## src/verilog/edge_irq_pkg.sv

```systemverilog
/*
  Package for the extended edge interrupt flag block: register byte
  addresses, field positions, reset values and bus widths.
  Assumes an APB slave with 32-bit data, one register per aligned word.
*/
package edge_irq_pkg;
  localparam int          ADDR_W         = 12;
  localparam int          DATA_W         = 32;
  localparam int          NUM_IRQ        = 4;
  // Printed offsets are not multiples of four, so they are indices.
  localparam logic [7:0]  FLAGS_IDX      = 8'h91;
  localparam logic [7:0]  CFG_LOW_IDX    = 8'h92;
  localparam logic [7:0]  CFG_HIGH_IDX   = 8'h93;
  localparam logic [7:0]  IRQ_EN_IDX     = 8'h94;
  localparam logic [7:0]  IRQ_CLR_IDX    = 8'h95;
  localparam logic [7:0]  PIN_STATE_IDX  = 8'h96;
  localparam logic [11:0] FLAGS_ADDR     = {2'h0, FLAGS_IDX, 2'h0};
  localparam logic [11:0] CFG_LOW_ADDR   = {2'h0, CFG_LOW_IDX, 2'h0};
  localparam logic [11:0] CFG_HIGH_ADDR  = {2'h0, CFG_HIGH_IDX, 2'h0};
  localparam logic [11:0] IRQ_EN_ADDR    = {2'h0, IRQ_EN_IDX, 2'h0};
  localparam logic [11:0] IRQ_CLR_ADDR   = {2'h0, IRQ_CLR_IDX, 2'h0};
  localparam logic [11:0] PIN_STATE_ADDR = {2'h0, PIN_STATE_IDX, 2'h0};
  // Flags sit in bits 7:4: bit 7 irq5, 6 irq4, 5 irq3, 4 irq2.
  localparam int          FLAG_LSB       = 4;
  localparam logic [7:0]  CFG_RESET      = 8'h00;
  localparam logic [3:0]  FLAG_RESET     = 4'h0;
  localparam logic [3:0]  EN_RESET       = 4'h0;
  // Per input: 1 selects falling edge (active-low pin), 0 rising.
  localparam logic [3:0]  FALLING_SEL    = 4'hA;
endpackage

```

## src/verilog/edge_irq_if.sv

```systemverilog
/*
  Interface between the register block and the edge detector.
  Assumes both ends run on pclk.
*/
`timescale 1ns/1ps
interface edge_irq_if;
  logic [3:0] edge_hit;   // One-cycle pulses of detected edges.
  logic [3:0] pin_level;  // Synchronised pin levels.
  modport detector (output edge_hit, output pin_level);
  modport regs     (input edge_hit, input pin_level);
endinterface

```

## src/verilog/edge_detect.sv

```systemverilog
/*
  Synchroniser and edge detector for the four extra interrupt pins.
  Assumes asynchronous pin inputs and one clock pclk.
*/
`timescale 1ns/1ps
module edge_detect
  import edge_irq_pkg::*;
(
  input  wire logic       pclk,     // Core clock.
  input  wire logic       presetn,  // Asynchronous reset, active low.
  input  wire logic [3:0] pins,     // Raw pins, index 3 = irq5 .. 0 = irq2.
  edge_irq_if.detector    det       // Edge pulses and levels.
);
  logic [3:0] meta_reg, meta_next;
  logic [3:0] sync_reg, sync_next;
  logic [3:0] prev_reg, prev_next;

  always_comb begin
    meta_next = pins;
    sync_next = meta_reg;
    prev_next = sync_reg;
  end

  always_ff @(posedge pclk or negedge presetn) begin
    if (!presetn) begin
      // Idle level: low-active pins rest high, high-active rest low.
      meta_reg <= FALLING_SEL;
      sync_reg <= FALLING_SEL;
      prev_reg <= FALLING_SEL;
    end else begin
      meta_reg <= meta_next;
      sync_reg <= sync_next;
      prev_reg <= prev_next;
    end
  end

  // Edges compare synchronised samples only.
  always_comb begin
    for (int i = 0; i < 4; i++) begin
      if (FALLING_SEL[i]) begin
        det.edge_hit[i] = prev_reg[i] & ~sync_reg[i];
      end else begin
        det.edge_hit[i] = ~prev_reg[i] & sync_reg[i];
      end
    end
    det.pin_level = sync_reg;
  end
endmodule

```

## src/verilog/extended_edge_interrupt_flags.sv

```systemverilog
/*
  Extended edge interrupt flags: four extra external interrupt inputs
  latch sticky flags readable and clearable over APB, with enable and
  write-one-to-clear registers and one level interrupt output.
  Assumes an APB master on pclk and asynchronous pins.
*/
`timescale 1ns/1ps
module extended_edge_interrupt_flags
  import edge_irq_pkg::*;
(
  input  wire logic                          pclk,           // Core clock, 100 MHz.
  input  wire logic                          presetn,        // Async reset, active low.
  input  wire logic                          psel,           // APB select.
  input  wire logic                          penable,        // APB access phase.
  input  wire logic                          pwrite,         // APB write.
  input  wire logic [edge_irq_pkg::ADDR_W-1:0] paddr,        // APB byte address.
  input  wire logic [edge_irq_pkg::DATA_W-1:0] pwdata,       // APB write data.
  input  wire logic [3:0]                    pstrb,          // APB byte strobes.
  output logic      [edge_irq_pkg::DATA_W-1:0] prdata,       // APB read data.
  output logic                               pready,         // APB ready.
  output logic                               pslverr,        // APB error.
  input  wire logic                          ext_irq5_pin_n, // Irq5, falling edge.
  input  wire logic                          ext_irq4_pin,   // Irq4, rising edge.
  input  wire logic                          ext_irq3_pin_n, // Irq3, falling edge.
  input  wire logic                          ext_irq2_pin,   // Irq2, rising edge.
  output logic                               irq             // Level interrupt.
);
  edge_irq_if link ();

  logic [3:0] flags_reg, flags_next;
  logic [3:0] en_reg,    en_next;
  logic [7:0] cfg_lo_reg, cfg_lo_next;
  logic [7:0] cfg_hi_reg, cfg_hi_next;
  logic [DATA_W-1:0] rdata_reg, rdata_next;
  logic       irq_reg, irq_next;
  logic       wr_acc, rd_acc, hit, lane0;
  logic [3:0] clr_mask;

  edge_detect u_det (
    .pclk    (pclk),
    .presetn (presetn),
    .pins    ({ext_irq5_pin_n, ext_irq4_pin, ext_irq3_pin_n, ext_irq2_pin}),
    .det     (link.detector)
  );

  function automatic logic addr_known(input logic [ADDR_W-1:0] a);
    return (a == FLAGS_ADDR) || (a == CFG_LOW_ADDR) || (a == CFG_HIGH_ADDR) ||
           (a == IRQ_EN_ADDR) || (a == IRQ_CLR_ADDR) || (a == PIN_STATE_ADDR);
  endfunction

  // Zero wait states: the access phase always completes.
  assign pready  = 1'b1;
  assign hit     = addr_known(paddr);
  assign wr_acc  = psel & penable & pwrite & hit;
  assign rd_acc  = psel & ~pwrite & hit;
  assign pslverr = psel & penable & ~hit;
  assign lane0   = pstrb[0];
  assign prdata  = rdata_reg;
  assign irq     = irq_reg;

  always_comb begin
    clr_mask    = 4'h0;
    en_next     = en_reg;
    cfg_lo_next = cfg_lo_reg;
    cfg_hi_next = cfg_hi_reg;
    if (wr_acc && lane0) begin
      case (paddr)
        // Writing zero to a flag bit clears it; writing one leaves it.
        FLAGS_ADDR:    clr_mask = ~pwdata[FLAG_LSB +: 4];
        IRQ_CLR_ADDR:  clr_mask = pwdata[FLAG_LSB +: 4];
        IRQ_EN_ADDR:   en_next = pwdata[FLAG_LSB +: 4];
        CFG_LOW_ADDR:  cfg_lo_next = pwdata[7:0];
        CFG_HIGH_ADDR: cfg_hi_next = pwdata[7:0];
        default:       clr_mask = 4'h0;
      endcase
    end
    // A new edge wins over a clear in the same cycle.
    flags_next = (flags_reg & ~clr_mask) | link.edge_hit;
    irq_next   = |(flags_next & en_next);
  end

  // Read data is captured in setup so it is valid in the access phase.
  always_comb begin
    rdata_next = rdata_reg;
    if (rd_acc && !penable) begin
      rdata_next = '0;
      case (paddr)
        FLAGS_ADDR:     rdata_next[7:0] = {flags_reg, 4'h0};
        IRQ_EN_ADDR:    rdata_next[7:0] = {en_reg, 4'h0};
        CFG_LOW_ADDR:   rdata_next[7:0] = cfg_lo_reg;
        CFG_HIGH_ADDR:  rdata_next[7:0] = cfg_hi_reg;
        PIN_STATE_ADDR: rdata_next[7:0] = {link.pin_level, 4'h0};
        default:        rdata_next = '0;
      endcase
    end
  end

  always_ff @(posedge pclk or negedge presetn) begin
    if (!presetn) begin
      flags_reg  <= FLAG_RESET;
      en_reg     <= EN_RESET;
      cfg_lo_reg <= CFG_RESET;
      cfg_hi_reg <= CFG_RESET;
      rdata_reg  <= '0;
      irq_reg    <= 1'b0;
    end else begin
      flags_reg  <= flags_next;
      en_reg     <= en_next;
      cfg_lo_reg <= cfg_lo_next;
      cfg_hi_reg <= cfg_hi_next;
      rdata_reg  <= rdata_next;
      irq_reg    <= irq_next;
    end
  end

  // Assertions.
  irq5_fall_a: assert property (@(posedge pclk) disable iff (!presetn)
    $fell(u_det.sync_reg[3]) |=> flags_reg[3])
    else $error("irq5 falling edge did not set flag");
  irq4_rise_a: assert property (@(posedge pclk) disable iff (!presetn)
    $rose(u_det.sync_reg[2]) |=> flags_reg[2])
    else $error("irq4 rising edge did not set flag");
  irq3_fall_a: assert property (@(posedge pclk) disable iff (!presetn)
    $fell(u_det.sync_reg[1]) |=> flags_reg[1])
    else $error("irq3 falling edge did not set flag");
  irq2_rise_a: assert property (@(posedge pclk) disable iff (!presetn)
    $rose(u_det.sync_reg[0]) |=> flags_reg[0])
    else $error("irq2 rising edge did not set flag");
  flag_sticky_a: assert property (@(posedge pclk) disable iff (!presetn)
    (|flags_reg) && !wr_acc |=> ((flags_reg & $past(flags_reg)) == $past(flags_reg)))
    else $error("flag dropped without a clear");
  flag_cause_a: assert property (@(posedge pclk) disable iff (!presetn)
    $rose(flags_reg[3]) |-> $past(u_det.prev_reg[3]) && !$past(u_det.sync_reg[3]))
    else $error("irq5 flag set without a falling edge");
  irq_level_a: assert property (@(posedge pclk) disable iff (!presetn)
    (|(flags_reg & en_reg)) == irq)
    else $error("irq output disagrees with enabled flags");
  no_glitch_a: assert property (@(posedge pclk) disable iff (!presetn)
    $stable(u_det.sync_reg) && $stable(u_det.prev_reg) && !wr_acc
      |=> $stable(flags_reg))
    else $error("flags changed with no edge and no write");

  set_cv: cover property (@(posedge pclk) disable iff (!presetn) $rose(flags_reg[3]));
  irq_cv: cover property (@(posedge pclk) disable iff (!presetn) $rose(irq));
  clr_cv: cover property (@(posedge pclk) disable iff (!presetn)
    wr_acc && (paddr == IRQ_CLR_ADDR) && (|flags_reg));
endmodule

```

## config.mk

```make
export PLATFORM = sky130hd
export DESIGN_NAME = extended_edge_interrupt_flags
export DESIGN_NICKNAME = d
export VERILOG_FILES = /design/src/verilog/edge_irq_pkg.sv /design/src/verilog/edge_irq_if.sv /design/src/verilog/edge_detect.sv /design/src/verilog/extended_edge_interrupt_flags.sv
export SDC_FILE = /design/constraint.sdc
export NUM_CORES = 1
export LEC_CHECK = 0
export ABC_AREA = 1
export BUFFER_PORTS_ARGS = -buffer_cell sky130_fd_sc_hd__buf_4
export CORE_ASPECT_RATIO = 2
export CORE_MARGIN = 2
export CORE_UTILIZATION = 49
export CTS_CLUSTER_SIZE = 12
export DETAILED_ROUTE_END_ITERATION = 10
export PLACE_DENSITY = 0.91
export SYNTH_ARGS = -nofsm -noshare
export SYNTH_HDL_FRONTEND = slang
export SYNTH_HIERARCHICAL = 1
export SYNTH_SLANG_ARGS = --single-unit
export TNS_END_PERCENT = 1
```

## constraint.sdc

```tcl
create_clock -name pclk -period 1.5 [get_ports pclk]
set_clock_uncertainty 0.2 [all_clocks]
set_input_delay 0.225 -clock pclk [delete_from_list [all_inputs] [get_ports pclk]]
set_output_delay 0.225 -clock pclk [all_outputs]
set_load 0.01 [all_outputs]
```

==> results of run 1 <==
[area by class of cell]
| cell class | count | area share, % |
|---|---|---|
| Sequential cell | 45 | 35.39 |
| Multi-Input combinational cell | 184 | 34.38 |
| Timing Repair Buffer | 71 | 18.79 |
| Inverter | 42 | 5.859 |
| Clock buffer | 6 | 2.266 |
| Tap cell | 57 | 2.227 |
| Clock inverter | 2 | 1.094 |
[layout by cell type, fill, tap and decap left out, types with 2 or more instances in the layout]
cell type	synthesis	layout
clkbuf_8	0	5
dfrtp_1	39	39
dfstp_2	6	6
nor2_8	2	2
nand3_4	2	2
nand3_1	12	9
o21ai_1	0	4
conb_1	2	25
nand2_1	75	66
a32o_2	0	2
buf_12	0	3
inv_1	35	30
nand2_4	1	5
nand2_2	6	10
o21ai_0	20	15
buf_6	2	5
inv_2	6	8
o21ai_2	16	17
dlygate4sd3_1	0	5
nor2_2	6	7
a32o_1	4	2
nand4_1	4	4
buf_4	25	58
nand3_2	1	4
nor2_4	3	6
[worst max-delay path: stages]
cell and delay, ns:
buf_4 0.11, inv_2 0.06, nand2_4 0.07, nor2_4 0.17
nand3_2 0.11, nand2_1 0.09, inv_1 0.07, nand3_4 0.09
nor2_2 0.05, buf_4 0.13
[report_power, final]
part	internal (mW)	switching (mW)
Clock	0.494	0.389
Sequential	1.24	0.00922
Combinational	0.108	0.147
Total	1.84	0.546
[timing repair]
item	4_1_cts	5_1_grt
hold buffers	5	0
endpoints found under the setup margin	19	25
gates resized for setup	19	14
pin swaps	16	5
buffers inserted	8	1
endpoints found under the hold margin	43	0
[kinds of logic (layout without fill, tap and decap cells)]
family	Yosys count	count (layout)	synth area share (%)
buf+inv	69	121	15.24
other cells	2	25	0.3112
flops	45	45	46.97
simple gates	119	119	25.87
compound gates	40	40	11.61
[layer usage]
layer,vias to the layer above,global-route usage (%)
met1,906,23.45
met2,69,37.61
met4,0,10.85
met3,14,2.730
li1,956,-
met5,-,0
[worst paths after layout]
check	startpoint	to	slack (ns)	cells after the start
setup / recovery	paddr[7]	pslverr	-0.08	10
hold / removal	pwdata[0]	cfg_hi_reg[0]	0.02	3
setup reg to reg	u_det/det.pin_level[1]	irq	0.27	7
hold reg to reg	u_det/meta_reg[0]	u_det/det.pin_level[0]	0.16	0
max in group asynchronous	presetn	cfg_lo_reg[2]	0.45	2
min in group asynchronous	presetn	u_det/meta_reg[0]	0.26	2
[per-stage QoR]
step	area [um2]	util (%)	TNS, ns
2_1_floorplan	2570	-	-1.168
3_3_place_gp	2877	59.68	-9.171
3_5_place_dp	2877	59.68	-9.828
4_1_cts	3167	65.71	-0.1359
5_1_grt	3203	66.46	-2.621
6_report	3203	66.46	-0.8669
==> metrics.csv, run 1 <==
metric,value,unit
Syn Area/Cell,8.777,um2
setup violators final,19,
worst skew pair latency,0.29,ns
Final period util,105.6,%
Yosys top cell area share,40.44,%
wire length on met3,228,um
first-pass GRT wire length,8.452,mm
I/O pin cnt,92,
nets@finish,406,
H-tree depth,2,
placed cells,385,
setup ws final,-0.08378,ns
power per cell area,743.9,mW/mm2
Synth async-reset ratio,100.0,%
CTS root buf,clkbuf_8,
Vias,1945,
wl on met1,1.875,mm
Final Max Tran Viols,0,
core area,0.004820,mm2
min cycle time layout,1.584,ns
clock sink count,45,
crit-path max FO,4,
FF/Latch Area,0.001134,mm2
DRC,0,
GPL Wtd Cong,0.8844,
PortBufs,39,
crit end category,primary output,
synthesized area,0.002414,mm2
final wirelength,5.144,mm
TritonRoute pass-1 iters,4,
top area cells in the synthesized netlist,"dfrtp_1, nand2_1, buf_4",
top cell type by total area after synthesis,dfrtp_1,
total chip power,2.383,mW
worst ir drop on vdd,690.1,uV
Synth top cells by count,"nand2_1, dfrtp_1, inv_1, buf_4, o21ai_0",
Netlist cell types,24,
most common flop cell mapped by yosys,dfrtp_1,
share of layout cells above drive strength 1,42.57,%
clk buf depth,2,
synth warn,6,
top-count cell post-synth,nand2_1,
Fill cells,394,
Crit Path Class,input port to primary output,
CTS tree,yes,
initial antenna violation count,0,
Max-cap violations,0,
failing checks,negative setup slack,
worst hold path class,input port to flop,
area added between synthesis and finish,32.71,%
RSZ-0062 raised after global routing,true,
# rows,36,
die area,0.005537,mm2
Startpoint Class,input port,
dpl ws,-0.3896,ns
vias in the first global route,1886,
Die Y,103.3,um
sequential share of the synthesized area,46.97,%
Die W,53.63,um
synthesized instance count,275,
Routed Antenna Nets,0,
Rel. slew slack,62.72,%
drt initial violations,40,
GRT overflow,0,
Critical Path RT,1.07,ns
Worst-Margin Slew,0.5592,ns
Achievable Freq,631.4,MHz
Yosys reg bits,45,
WL per Instance,12.64,um
worst hold slack,0.01691,ns
Final Hold Viols,0,
status,finished with violations,
met2 wire length,2.882,mm
Initial Util,50.08,%
DPL Wire Length,3.902,mm
"EDFF count, synth",0,
Clock transition at path regs,0.08,ns
CTS Buf Count,5,
Post-Layout Cell Count,407,
DR vias/cell,4.779,
WP data arrival,1.16,ns
GRT Util Overall,21.05,%
largest net degree at the start of global routing,46,
DR top layer,met4,
Leakage,1.710,nW
antenna cells,0,
area of the multi-input gates,0.001101,mm2
(Power assumes the default switching activity.)
==> run 2: changes to the inputs <==
- CORE_UTILIZATION: 49 -> 48
- PLACE_DENSITY: 0.91 -> 0.9
- SYNTH_HIERARCHICAL: 1 -> default
==> metrics.csv, run 2 <==
metric,value,unit,change
status,finished with violations,,unchanged
failing checks,negative setup slack,,unchanged
Max-cap violations,0,,unchanged
Synth async-reset ratio,100.0,%,unchanged
# rows,35,,was 36
antenna cells,0,,unchanged
RSZ-0062 raised after global routing,true,,unchanged
crit path max-delay cell type,nor2_8,,was nor2_4
Crit Path Class,input port to primary output,,unchanged
Yosys reg bits,45,,unchanged
Routed Antenna Nets,0,,unchanged
TritonRoute pass-1 iters,4,,unchanged
CTS Buf Count,5,,unchanged
vias in the first global route,1902,,was 1886
stages on the worst setup path,11,,was 10
worst skew pair latency,0.30,ns,was 0.29 ns
largest net degree at the start of global routing,46,,unchanged
worst hold path class,input port to flop,,unchanged
worst stage delay on the critical path,0.17,ns,about the same
Final Core Density,67.35,%,was 66.46%
clock sink count,45,,unchanged
CP dominant cell by count,buf_6,,was buf_4
Yosys top cell area share,42.53,%,was 40.44%
crit end category,primary output,,unchanged
Clock transition at path regs,0.10,ns,was 0.08 ns
first-pass GRT wire length,8.231,mm,was 8.452 mm
nets@finish,402,,was 406
Vias,1936,,was 1945
most frequent cells in the layout,"nand2_1, buf_4, dfrtp_1",,unchanged
setup ws final,-0.1423,ns,was -0.08378 ns
DPL Wire Length,3.566,mm,was 3.902 mm
most common flop cell mapped by yosys,dfrtp_1,,unchanged
Final period util,109.5,%,was 105.6%
GRT Util Overall,20.37,%,was 21.05%
GPL Wtd Cong,0.9612,,was 0.8844
"critical path, cell by cell","buf_6, inv_4, nand2_4, nor2_8, nand3_1, nand2_1, inv_2, nand3_4, buf_6, nor2_4, buf_6",,"was buf_4, inv_2, nand2_4, nor2_4, nand3_2, nand2_1, inv_1, nand3_4, nor2_2, buf_4"
worst ir drop on vdd,934.4,uV,was 690.1 uV
Startpoint Class,input port,,unchanged
PortBufs,39,,unchanged
min cycle time layout,1.642,ns,was 1.584 ns
sequential share of the synthesized area,49.40,%,was 46.97%
Die W,52.89,um,was 53.63 um
die area,0.005383,mm2,was 0.005537 mm2
crit-path max FO,6,,was 4
GRT overflow,0,,unchanged
hold path depth,3,,unchanged
Initial Util,49.90,%,was 50.08%
total chip power,2.263,mW,was 2.383 mW
share of layout cells above drive strength 1,36.99,%,was 42.57%
cells on worst reg2reg path,6,,was 7
"EDFF count, synth",0,,unchanged
synthesized area,0.002295,mm2,was 0.002414 mm2
Final Hold Viols,0,,unchanged
initial antenna violation count,0,,unchanged
Achievable Freq,608.9,MHz,was 631.4 MHz
Worst-Margin Slew,0.5572,ns,was 0.5592 ns
top cell type by total area after synthesis,dfrtp_1,,unchanged
synthesized instance count,275,,unchanged
Synth top cells by count,"nand2_1, dfrtp_1, inv_1, buf_4, o21ai_0",,unchanged
DR vias/cell,4.828,,was 4.779
CTS tree,yes,,unchanged
drt initial violations,51,,was 40
CP Buf/Inv Count,5,,was 4
Syn Area/Cell,8.344,um2,was 8.777 um2
Final Max Tran Viols,0,,unchanged
worst hold slack,0.01207,ns,was 0.01691 ns
Rel. slew slack,62.85,%,was 62.72%
top-count cell post-synth,nand2_1,,unchanged
Critical Path RT,1.07,ns,about the same
placed cells,376,,was 385
final wirelength,5.069,mm,was 5.144 mm
synth warn,0,,was 6
CTS root buf,clkbuf_8,,unchanged
H-tree depth,2,,unchanged
top area cells in the synthesized netlist,"dfrtp_1, nand2_1, buf_4",,unchanged
Die Y,101.8,um,was 103.3 um
power per cell area,730.6,mW/mm2,was 743.9 mW/mm2
Netlist cell types,29,,was 24
clk buf depth,2,,unchanged
I/O pin cnt,92,,unchanged
DRC,0,,unchanged
WP data arrival,1.22,ns,was 1.16 ns
area added between synthesis and finish,34.95,%,was 32.71%
WL per Instance,12.64,um,about the same
setup violators final,11,,was 19
core area,0.004598,mm2,was 0.004820 mm2
Leakage,1.647,nW,was 1.710 nW
"CP delay by family, top",simple AND/OR/NAND/NOR gates,,unchanged
"commonest non-fill, non-tap cell in the layout",nand2_1,,unchanged
Post-Layout Cell Count,401,,was 407
final setup TNS,-0.4049,ns,was -0.8669 ns
[run 2: cell types whose count changed in the layout (fill, tap and decap cells not counted), moves of 3 or more]
cell	change
nor2_2	-5
inv_1	-9
buf_6	+8
a21o_1	+4
a21oi_1	+5
o21ai_0	+5
nand3_1	-5
dlygate4sd3_1	+3
inv_4	+5
buf_4	-12
o21ai_2	-17
nand3_2	+3
nand2_1	+5
[run 2: what timing repair did]
item | CTS | global route
endpoints found under the hold margin | 47 | 1
gates resized for setup | 25 | 24
pin swaps | 16 | 24
hold buffers | 7 | 1
buffers inserted | 6 | 3
endpoints found under the setup margin | 13 | 20
[run 2: path summary, 6_finish.rpt]
kind                              startpoint                     end  slack [ns]
max                                paddr[11]                 pslverr       -0.14
min in group asynchronous            presetn           cfg_hi_reg[2]        0.24
max in group asynchronous            presetn  u_det.det.pin_level[1]        0.46
min reg2reg                u_det.meta_reg[2]  u_det.det.pin_level[2]        0.15
max reg2reg                    cfg_hi_reg[5]               prdata[5]        0.17
min                                pwdata[3]           cfg_lo_reg[3]        0.01
[run 2: where the power goes]
group | leakage (nW) | switching (mW) | internal [mW]
registers | 0.573 | 0.00711 | 1.24
clock network | 0.0447 | 0.441 | 0.337
logic | 1.03 | 0.138 | 0.105
total | 1.65 | 0.586 | 1.68
[run 2: layout make-up]
class | count | area, um2
Clock buffer | 5 | 68.82
Clock inverter | 3 | 25.02
Timing Repair Buffer | 69 | 611.8
Inverter | 37 | 153.9
Multi-Input combinational cell | 187 | 1035
Tap cell | 55 | 68.82
Sequential cell | 45 | 1134
Fill cell | 356 | 1501
[run 2: tightest hold or removal path, delay by kind of cell]
| family | cells | cell delay, ns |
|---|---|---|
| buffers and inverters | 2 | 0.17 |
| AOI/OAI and AO/OA | 1 | 0.08 |
[run 2: routing by layer]
| layer | up-vias | track usage (%) | wire (um) |
|---|---|---|---|
| li1 | 952 | - | - |
| met1 | 907 | 22.40 | 1922 |
| met2 | 62 | 35.96 | 2770 |
| met3 | 15 | 3.245 | 194 |
| met4 | 0 | 11.05 | 181 |
| met5 | - | 0 | 0 |
[run 2: stage by stage]
step                      worst slack (ns)  instance area (um2)
after floorplan                    -0.1324                 2431
final                              -0.1423                 3097
after global placement             -0.3692                 2701
after detailed placement           -0.4424                 2701
after global routing               -0.2143                 3097
after CTS                          -0.1114                 2994
[run 2: logic make-up (layout without fill, tap and decap cells)]
logic type | Yosys count | count (layout) | synth area share, %
AO/OA/AOI/OAI | 38 | 38 | 9.433
AND/OR/NAND/NOR | 124 | 124 | 25.46
other | 2 | 25 | 0.3273
flip-flops | 45 | 45 | 49.40
buffers and inverters | 66 | 114 | 15.38
